==> src/rtl/mcs_map.svh <==
`ifndef MCS_MAP_SVH
`define MCS_MAP_SVH

// Configuration byte layout
`define MCS_CFG_W 8
`define MCS_BIT_RESET 7
`define MCS_BIT_PLL 6
`define MCS_BIT_OSC 5
`define MCS_DRV_HI 4
`define MCS_DRV_LO 3
`define MCS_SEL_HI 2
`define MCS_SEL_LO 0
`define MCS_CFG_RESET 8'h00

// First source select code that is a multiplier tap
`define MCS_SEL_FIRST_TAP 3'h3
`define MCS_SEL_XTAL 3'h2

// Switchover stall
`define MCS_CLK_PERIOD_NS 10
`define MCS_STALL_TIME_US 100
`define MCS_STALL_CYCLES \
    ((`MCS_STALL_TIME_US * 1000) / `MCS_CLK_PERIOD_NS)
`define MCS_CNT_W 14

`endif

==> src/rtl/mcs_pkg.sv <==
package mcs_pkg;
    `include "mcs_map.svh"

    typedef enum logic [2:0] {
        MCS_SRC_RC_FAST,
        MCS_SRC_RC_SLOW,
        MCS_SRC_XTAL,
        MCS_SRC_PLL_X1,
        MCS_SRC_PLL_X2,
        MCS_SRC_PLL_X4,
        MCS_SRC_PLL_X8,
        MCS_SRC_PLL_X16
    } mcs_src_t;

    typedef enum logic [1:0] {
        MCS_DRV_EXT_INPUT,
        MCS_DRV_FB_2000,
        MCS_DRV_FB_1000,
        MCS_DRV_FB_500
    } mcs_drive_t;

    typedef struct packed {
        logic [`MCS_CFG_W-1:0] cfg;
        mcs_src_t active_src;
        logic [`MCS_CNT_W-1:0] cnt;
        logic stall;
        logic chip_reset;
    } mcs_state_t;
endpackage

==> src/rtl/mcs_master_clock_select.sv <==
`timescale 1ns/1ps
`include "mcs_map.svh"
module mcs_master_clock_select #(
    parameter int STALL_CYCLES = `MCS_STALL_CYCLES
) (
    input wire logic clk,
    input wire logic sys_rst,
    input wire logic clock_config_write_instr,
    input wire logic [7:0] cfg_wr_data,
    output logic cfg_wr_ready,
    output logic stall,
    output logic chip_reset_req,
    output logic multiplier_enable,
    output logic oscillator_enable,
    output logic drive_mode_hi,
    output logic drive_mode_lo,
    output logic osc_feedback_on,
    output logic pll_ref_enable,
    output mcs_pkg::mcs_src_t active_source,
    output logic [2:0] pll_tap,
    output logic source_ready
);
    import mcs_pkg::*;

    // Prerequisites of a source code
    function automatic logic src_ok(input logic [2:0] sel,
                                    input logic osc, input logic pll);
        if (sel >= `MCS_SEL_FIRST_TAP) begin
            src_ok = osc & pll;
        end else if (sel == `MCS_SEL_XTAL) begin
            src_ok = osc;
        end else begin
            src_ok = 1'b1;
        end
    endfunction

    localparam logic [`MCS_CNT_W-1:0] STALL_LOAD =
        `MCS_CNT_W'(STALL_CYCLES);

    mcs_state_t q, d;
    logic wr_acc;

    // No new write while the chip is stalled
    assign cfg_wr_ready = !q.stall;
    assign wr_acc = clock_config_write_instr && cfg_wr_ready;

    always_comb begin
        d = q;
        d.chip_reset = 1'b0;
        if (q.stall) begin
            d.cnt = q.cnt - `MCS_CNT_W'(1);
            if (q.cnt == `MCS_CNT_W'(1)) begin
                d.stall = 1'b0;
                // Take over new source only at end of stall
                d.active_src = mcs_src_t'(q.cfg[`MCS_SEL_HI:`MCS_SEL_LO]);
            end
        end
        if (wr_acc) begin
            // Store fields, enables act at once
            d.cfg = cfg_wr_data;
            d.cfg[`MCS_BIT_RESET] = 1'b0;
            d.chip_reset = cfg_wr_data[`MCS_BIT_RESET];
            d.stall = 1'b1;
            d.cnt = STALL_LOAD;
        end
        if (sys_rst) begin
            d.cfg = `MCS_CFG_RESET;
            d.active_src = MCS_SRC_RC_FAST;
            d.cnt = '0;
            d.stall = 1'b0;
            d.chip_reset = 1'b0;
        end
    end

    always_ff @(posedge clk) begin
        q <= d;
    end

    assign stall = q.stall;
    assign chip_reset_req = q.chip_reset;
    assign multiplier_enable = q.cfg[`MCS_BIT_PLL];
    assign oscillator_enable = q.cfg[`MCS_BIT_OSC];
    assign drive_mode_hi = q.cfg[`MCS_DRV_HI];
    assign drive_mode_lo = q.cfg[`MCS_DRV_LO];
    // Feedback only for crystal modes
    assign osc_feedback_on = oscillator_enable &&
        (mcs_drive_t'(q.cfg[`MCS_DRV_HI:`MCS_DRV_LO]) != MCS_DRV_EXT_INPUT);
    assign pll_ref_enable = oscillator_enable && multiplier_enable;
    assign active_source = q.active_src;
    // Tap index 0..4 for x1..x16
    assign pll_tap = (q.active_src >= `MCS_SEL_FIRST_TAP) ?
        3'(q.active_src - `MCS_SEL_FIRST_TAP) : 3'h0;
    assign source_ready = src_ok(q.active_src, oscillator_enable,
                                 multiplier_enable);

    // Stall timing and refusal
    chk_write_stalls: assert property (
        @(posedge clk) disable iff (sys_rst)
        wr_acc |=> stall ##1 stall)
        else $error("write did not start stall");
    chk_stall_ends: assert property (
        @(posedge clk) disable iff (sys_rst)
        (stall && q.cnt == `MCS_CNT_W'(1)) |=> !stall)
        else $error("stall did not end on count");
    chk_stall_bound: assert property (
        @(posedge clk) disable iff (sys_rst)
        stall |-> (q.cnt != '0 && q.cnt <= STALL_LOAD))
        else $error("stall counter out of range");
    chk_stall_load: assert property (
        @(posedge clk) disable iff (sys_rst)
        wr_acc |=> q.cnt == STALL_LOAD)
        else $error("stall counter not loaded");
    chk_stall_count: assert property (
        @(posedge clk) disable iff (sys_rst)
        (stall && q.cnt != `MCS_CNT_W'(1)) |=>
        (stall && q.cnt == $past(q.cnt) - `MCS_CNT_W'(1)))
        else $error("stall counter skipped a step");
    chk_stall_cause: assert property (
        @(posedge clk) disable iff (sys_rst)
        $rose(stall) |-> $past(wr_acc))
        else $error("stall without accepted write");
    chk_refuse_busy: assert property (
        @(posedge clk) disable iff (sys_rst)
        (clock_config_write_instr && stall) |=> $stable(q.cfg))
        else $error("write taken during stall");

    // Reset request
    chk_reset_pulse: assert property (
        @(posedge clk) disable iff (sys_rst)
        (wr_acc && cfg_wr_data[`MCS_BIT_RESET]) |=> chip_reset_req ##1
        !chip_reset_req)
        else $error("reset bit did not give one pulse");
    chk_reset_cause: assert property (
        @(posedge clk) disable iff (sys_rst)
        chip_reset_req |->
        ($past(wr_acc) && $past(cfg_wr_data[`MCS_BIT_RESET])))
        else $error("reset pulse without reset write");
    chk_no_reset_pulse: assert property (
        @(posedge clk) disable iff (sys_rst)
        (wr_acc && !cfg_wr_data[`MCS_BIT_RESET]) |=> !chip_reset_req)
        else $error("reset pulse from a plain write");
    chk_reset_bit_clear: assert property (
        @(posedge clk) disable iff (sys_rst)
        wr_acc |=> !q.cfg[`MCS_BIT_RESET])
        else $error("reset bit kept in stored byte");

    // Field storage and decode
    chk_cfg_update: assert property (
        @(posedge clk) disable iff (sys_rst)
        wr_acc |=> {multiplier_enable, oscillator_enable, drive_mode_hi,
        drive_mode_lo} == $past(cfg_wr_data[6:3]))
        else $error("config fields not stored");
    chk_sel_store: assert property (
        @(posedge clk) disable iff (sys_rst)
        wr_acc |=>
        q.cfg[`MCS_SEL_HI:`MCS_SEL_LO] == $past(cfg_wr_data[2:0]))
        else $error("select field not stored");
    chk_fields_hold: assert property (
        @(posedge clk) disable iff (sys_rst)
        (!wr_acc && !sys_rst) |=> $stable({multiplier_enable,
        oscillator_enable, drive_mode_hi, drive_mode_lo}))
        else $error("fields changed without a write");
    chk_fb_mode: assert property (
        @(posedge clk) disable iff (sys_rst)
        wr_acc |=> osc_feedback_on == ($past(cfg_wr_data[5]) &&
        ($past(cfg_wr_data[4:3]) != 2'b00)))
        else $error("feedback mode does not follow write");
    chk_ref_gate: assert property (
        @(posedge clk) disable iff (sys_rst)
        wr_acc |=> pll_ref_enable == ($past(cfg_wr_data[5]) &&
        $past(cfg_wr_data[6])))
        else $error("reference gate does not follow enables");

    // Source switchover
    chk_sel_hold: assert property (
        @(posedge clk) disable iff (sys_rst)
        (stall && $past(stall)) |-> $stable(active_source))
        else $error("source changed during stall");
    chk_idle_hold: assert property (
        @(posedge clk) disable iff (sys_rst)
        (!stall && !$past(stall) && !$past(sys_rst)) |->
        $stable(active_source))
        else $error("source changed outside a switchover");
    chk_sel_takeover: assert property (
        @(posedge clk) disable iff (sys_rst)
        ($fell(stall) && !$past(sys_rst)) |->
        active_source == $past(q.cfg[2:0]))
        else $error("new source not taken at stall end");
    chk_free_switch: assert property (
        @(posedge clk) disable iff (sys_rst)
        ($fell(stall) && oscillator_enable && multiplier_enable) |->
        source_ready)
        else $error("source not usable with both enabled");
    chk_ready_rc: assert property (
        @(posedge clk) disable iff (sys_rst)
        (active_source inside {MCS_SRC_RC_FAST, MCS_SRC_RC_SLOW}) |->
        source_ready)
        else $error("internal source not ready");
    chk_ready_xtal: assert property (
        @(posedge clk) disable iff (sys_rst)
        (active_source == MCS_SRC_XTAL) |->
        source_ready == oscillator_enable)
        else $error("crystal source ready wrong");
    chk_ready_pll: assert property (
        @(posedge clk) disable iff (sys_rst)
        (active_source >= MCS_SRC_PLL_X1) |->
        source_ready == pll_ref_enable)
        else $error("multiplier source ready wrong");
    chk_tap_low: assert property (
        @(posedge clk) disable iff (sys_rst)
        (active_source < MCS_SRC_PLL_X1) |-> pll_tap == 3'h0)
        else $error("tap set for a direct source");
    chk_tap_x1: assert property (
        @(posedge clk) disable iff (sys_rst)
        (active_source == MCS_SRC_PLL_X1) |-> pll_tap == 3'h0)
        else $error("wrong tap for x1");
    chk_tap_x4: assert property (
        @(posedge clk) disable iff (sys_rst)
        (active_source == MCS_SRC_PLL_X4) |-> pll_tap == 3'h2)
        else $error("wrong tap for x4");
    chk_tap_map: assert property (
        @(posedge clk) disable iff (sys_rst)
        (active_source == MCS_SRC_PLL_X16) |-> pll_tap == 3'h4)
        else $error("wrong tap for x16");

    cov_switch_pll: cover property (@(posedge clk) disable iff (sys_rst)
        $fell(stall) && active_source == MCS_SRC_PLL_X16 && source_ready);
    cov_soft_reset: cover property (@(posedge clk) disable iff (sys_rst)
        chip_reset_req);
    cov_refused: cover property (@(posedge clk) disable iff (sys_rst)
        clock_config_write_instr && stall);
    cov_crystal_fb: cover property (@(posedge clk) disable iff (sys_rst)
        osc_feedback_on && pll_ref_enable);
    cov_xtal_direct: cover property (@(posedge clk) disable iff (sys_rst)
        $fell(stall) && active_source == MCS_SRC_XTAL && source_ready);
endmodule

==> config.mk <==
export PLATFORM = sky130hd
export DESIGN_NAME = mcs_master_clock_select
export DESIGN_NICKNAME = d
export VERILOG_FILES = /design/src/rtl/mcs_pkg.sv /design/src/rtl/mcs_master_clock_select.sv
export VERILOG_INCLUDE_DIRS = /design/src /design/src/rtl
export SDC_FILE = /design/constraint.sdc
export NUM_CORES = 1
export LEC_CHECK = 0
export CAP_MARGIN = 5
export CORE_ASPECT_RATIO = 0.8
export CORE_UTILIZATION = 53
export DETAILED_ROUTE_END_ITERATION = 7
export DONT_BUFFER_PORTS = 1
export GPL_ROUTABILITY_DRIVEN = 0
export GPL_TIMING_DRIVEN = 0
export PLACE_DENSITY = 0.68
export SLEW_MARGIN = 40
export SYNTH_ARGS = -nofsm -noshare
export SYNTH_HDL_FRONTEND = slang
export SYNTH_SLANG_ARGS = --single-unit
==> constraint.sdc <==
create_clock -name clk -period 3.4 [get_ports clk]
set_input_delay 0.68 -clock clk [delete_from_list [all_inputs] [get_ports clk]]
set_output_delay 0.68 -clock clk [all_outputs]
set_load 0.005 [all_outputs]
==> flow_summary.yaml <==
grt:
  overflow: 0
  grt_first_pass_wirelength_um: 4380
  grt_max_degree: 15
  first_global_vias: 948
  gr-usage-all-layers_pct: 22.3
  antenna_found_initial: 0
placement:
  placed_cells: 179
  io_buffers: 0
  dp_hpwl_um: 1950
power_and_ir_drop:
  share_comb_of_total_power_pct: 17.2
  power_density_nw_per_um2: 449
  p_leak_nw: 0.530
  pwr-share-seq_pct: 57.0
  power_switching_mw: 0.178
  switching_share_pct: 29.0
  irDropWorstVdd_mv: 0.295
  intPower_mw: 0.436
  p_clk_share_pct: 25.8
clocking:
  cts_resized: 0
  clkSlewWorstSetupHoldPaths_ps: 140
  cts_made_buffers: 3
  htree_levels: 1
  clk_latency_ps: 330
  cts_buffer_depth: 2
  cts_setup_buffers: 0
  cts.root.buffer_cell: "clkbuf_4"
  holdBufCountCts: 0
  cts_sinks: 26
  cts_tree: "done"
detailed_routing:
  wl_per_cell_um: 14.5
  vias: 1096
  drt_iter0_markers: 34
  drc: 0
  firstDrtPassIters: 4
  wirelength_um: 2650
  postRouteAntennaNets: 0
  routed_via_density: 5.99
logic_synthesis:
  ys_ff_latch: 26
  yosysSeqAreaShare_pct: 40.0
  synthesis.nets: 170
  synthTopCellsByArea: "dfxtp_1, nand2_1, ha_1"
  synth_enable_flop_cells: 0
  async_flop_share_pct: 0
  avgSynthCellArea_um2: 8.44
  yosysTopAreaCellShare_pct: 40.0
  syn-instance-count: 154
  ys_types: 36
  yosysTopAreaCell: "dfxtp_1"
  syn_area_um2: 1300
  synth_top_flop_cell: "dfxtp_1"
  yosys_warnings: 0
die:
  io_pins: 27
  die_x_um: 57.4
  die_y_um: 46.3
  dieArea_um2: 2660
  core_um2: 2230
  row_count: 15
  initial_utilization_pct: 58.2
cells_and_area:
  area_growth_pct: 5.20
  antennaDiodeCount: 0
  fill_cells: 199
  final_cells: 183
  final_common_cell: "dfxtp_1"
  layout.nets: 175
  final_cell_mix: "dfxtp_1, nand2_1, nor2_1, a21oi_1, inv_1"
  drive_gt1_share_pct: 8.86
  fin_util_pct: 61.2
sta:
  skew_ps: 12.7
  min_period_ps: 2530
  rsz0062_at_grt: "false"
  finalHoldViolations: 0
  tightestPinTransition_ps: 778
  max_freq_mhz: 396
  whs_ps: 396
  maxSlewHeadroom_pct: 48.0
  slew_violations: 0
  fin_setup_tns_ps: 0
  setup_viol: 0
  fin_crit_sh_pct: 74.3
worst_setup_path:
  crit_path_start_kind: "flop"
  crit_fanout: 6
  ff2ff_path_depth: 4
  timing.rr.start: "q[4]"
  cp.required_ps: 2720
  timing.rr.end: "active_source[2]"
  worst-r2r-setup-slack_ps: 1580
  critical_path.endpoint: "source_ready"
  arrival_ps: 1850
  worstSetupPathType: "flop to primary output"
  end_kind: "primary output"
  startpoint: "active_source[0]"
outcome:
  outcome: "finished clean"
job:
  drv_cap: 0
hold_path:
  worstHoldPathType: "input port to flop"
## power by group through the flow
stage                     Sequential (mW)  Clock (mW)  Combinational (mW)
after floorplan                     0.350           0              0.0861
after global placement              0.355           0               0.100
after detailed placement            0.356           0               0.105
after CTS                           0.350       0.160               0.105
after global routing                0.354       0.171               0.121
final                               0.350       0.158               0.106
## per-layer routing
layer	routed length, um	vias up	global-route usage, %
met3	173	2	7.58
li1	-	549	-
met4	22	0	6.34
met5	0	-	0
met1	1270	509	29.4
met2	1190	36	34.9
## cells in the mapped netlist, types with 2 or more instances
library cell	number
dfxtp_1	26
nand2_1	22
nor2_1	15
a21oi_1	11
inv_1	7
or3_1	6
ha_1	5
mux2i_1	5
a311oi_1	4
clkbuf_1	4
nor2b_1	4
o21ai_0	4
a211oi_1	3
buf_2	3
buf_4	3
nand4_1	3
xnor2_1	3
nand2b_1	2
nand3_1	2
nor3_1	2
nor3b_1	2
nor4_1	2
nor4_2	2
o41ai_1	2
## per-stage QoR
stage | instance area [um^2] | total power, mW | setup WS (ps)
after floorplan | 1300 | 0.436 | 1420
after detailed placement | 1330 | 0.461 | 1250
after global routing | 1370 | 0.645 | 733
final | 1370 | 0.614 | 875
after global placement | 1330 | 0.455 | 1310
after CTS | 1370 | 0.615 | 870
## state kept, by name, indices dropped and copies added, names as in the netlist
name and flops:
multiplier_enable 1, drive_mode_hi 1, stall 1, q 17
active_source 3, drive_mode_lo 1, chip_reset_req 1, oscillator_enable 1
## worst max-delay path: stages (launching register included)
cell,delay [ps]
dfxtp_1,400
ha_1,220
ha_1,190
a211oi_1,430
inv_1,70
o21ai_0,210
## kinds of logic (layout without fill, tap and decap cells)
logic type / count (synthesis) / count (layout) / share of synthesized area (%)
flip-flops: 26 / 26 / 40.0
multiplexers: 5 / 5 / 3.85
buffers and inverters: 17 / 21 / 6.06
AND/OR/NAND/NOR: 70 / 70 / 28.9
XOR/XNOR: 4 / 4 / 2.70
AO/OA/AOI/OAI: 27 / 27 / 13.7
adder cells (fa/ha/maj): 5 / 5 / 4.81
## cell type report
cell class	count	area, um^2	share of cell area, %
Multi-Input combinational cell	111	701	51.2
Inverter	7	26.3	1.92
Tap cell	25	31.3	2.29
Clock buffer	4	36.3	2.65
Sequential cell	26	520	38.1
Buffer	10	52.6	3.84
## worst min path at each step
stage / from / endpoint / slack (ps) / cells past startpoint
6_report: sys_rst / q[10] / 400 / 1
5_1_grt: sys_rst / q[10] / 380 / 1
4_1_cts: sys_rst / q[10] / 400 / 1
3_5_place_dp: q[21] / q[21] / 450 / 2
3_3_place_gp: q[20] / active_source[1] / 440 / 2
2_1_floorplan: q[19] / q[19] / 440 / 2
Power figures use the tool's default switching activity.
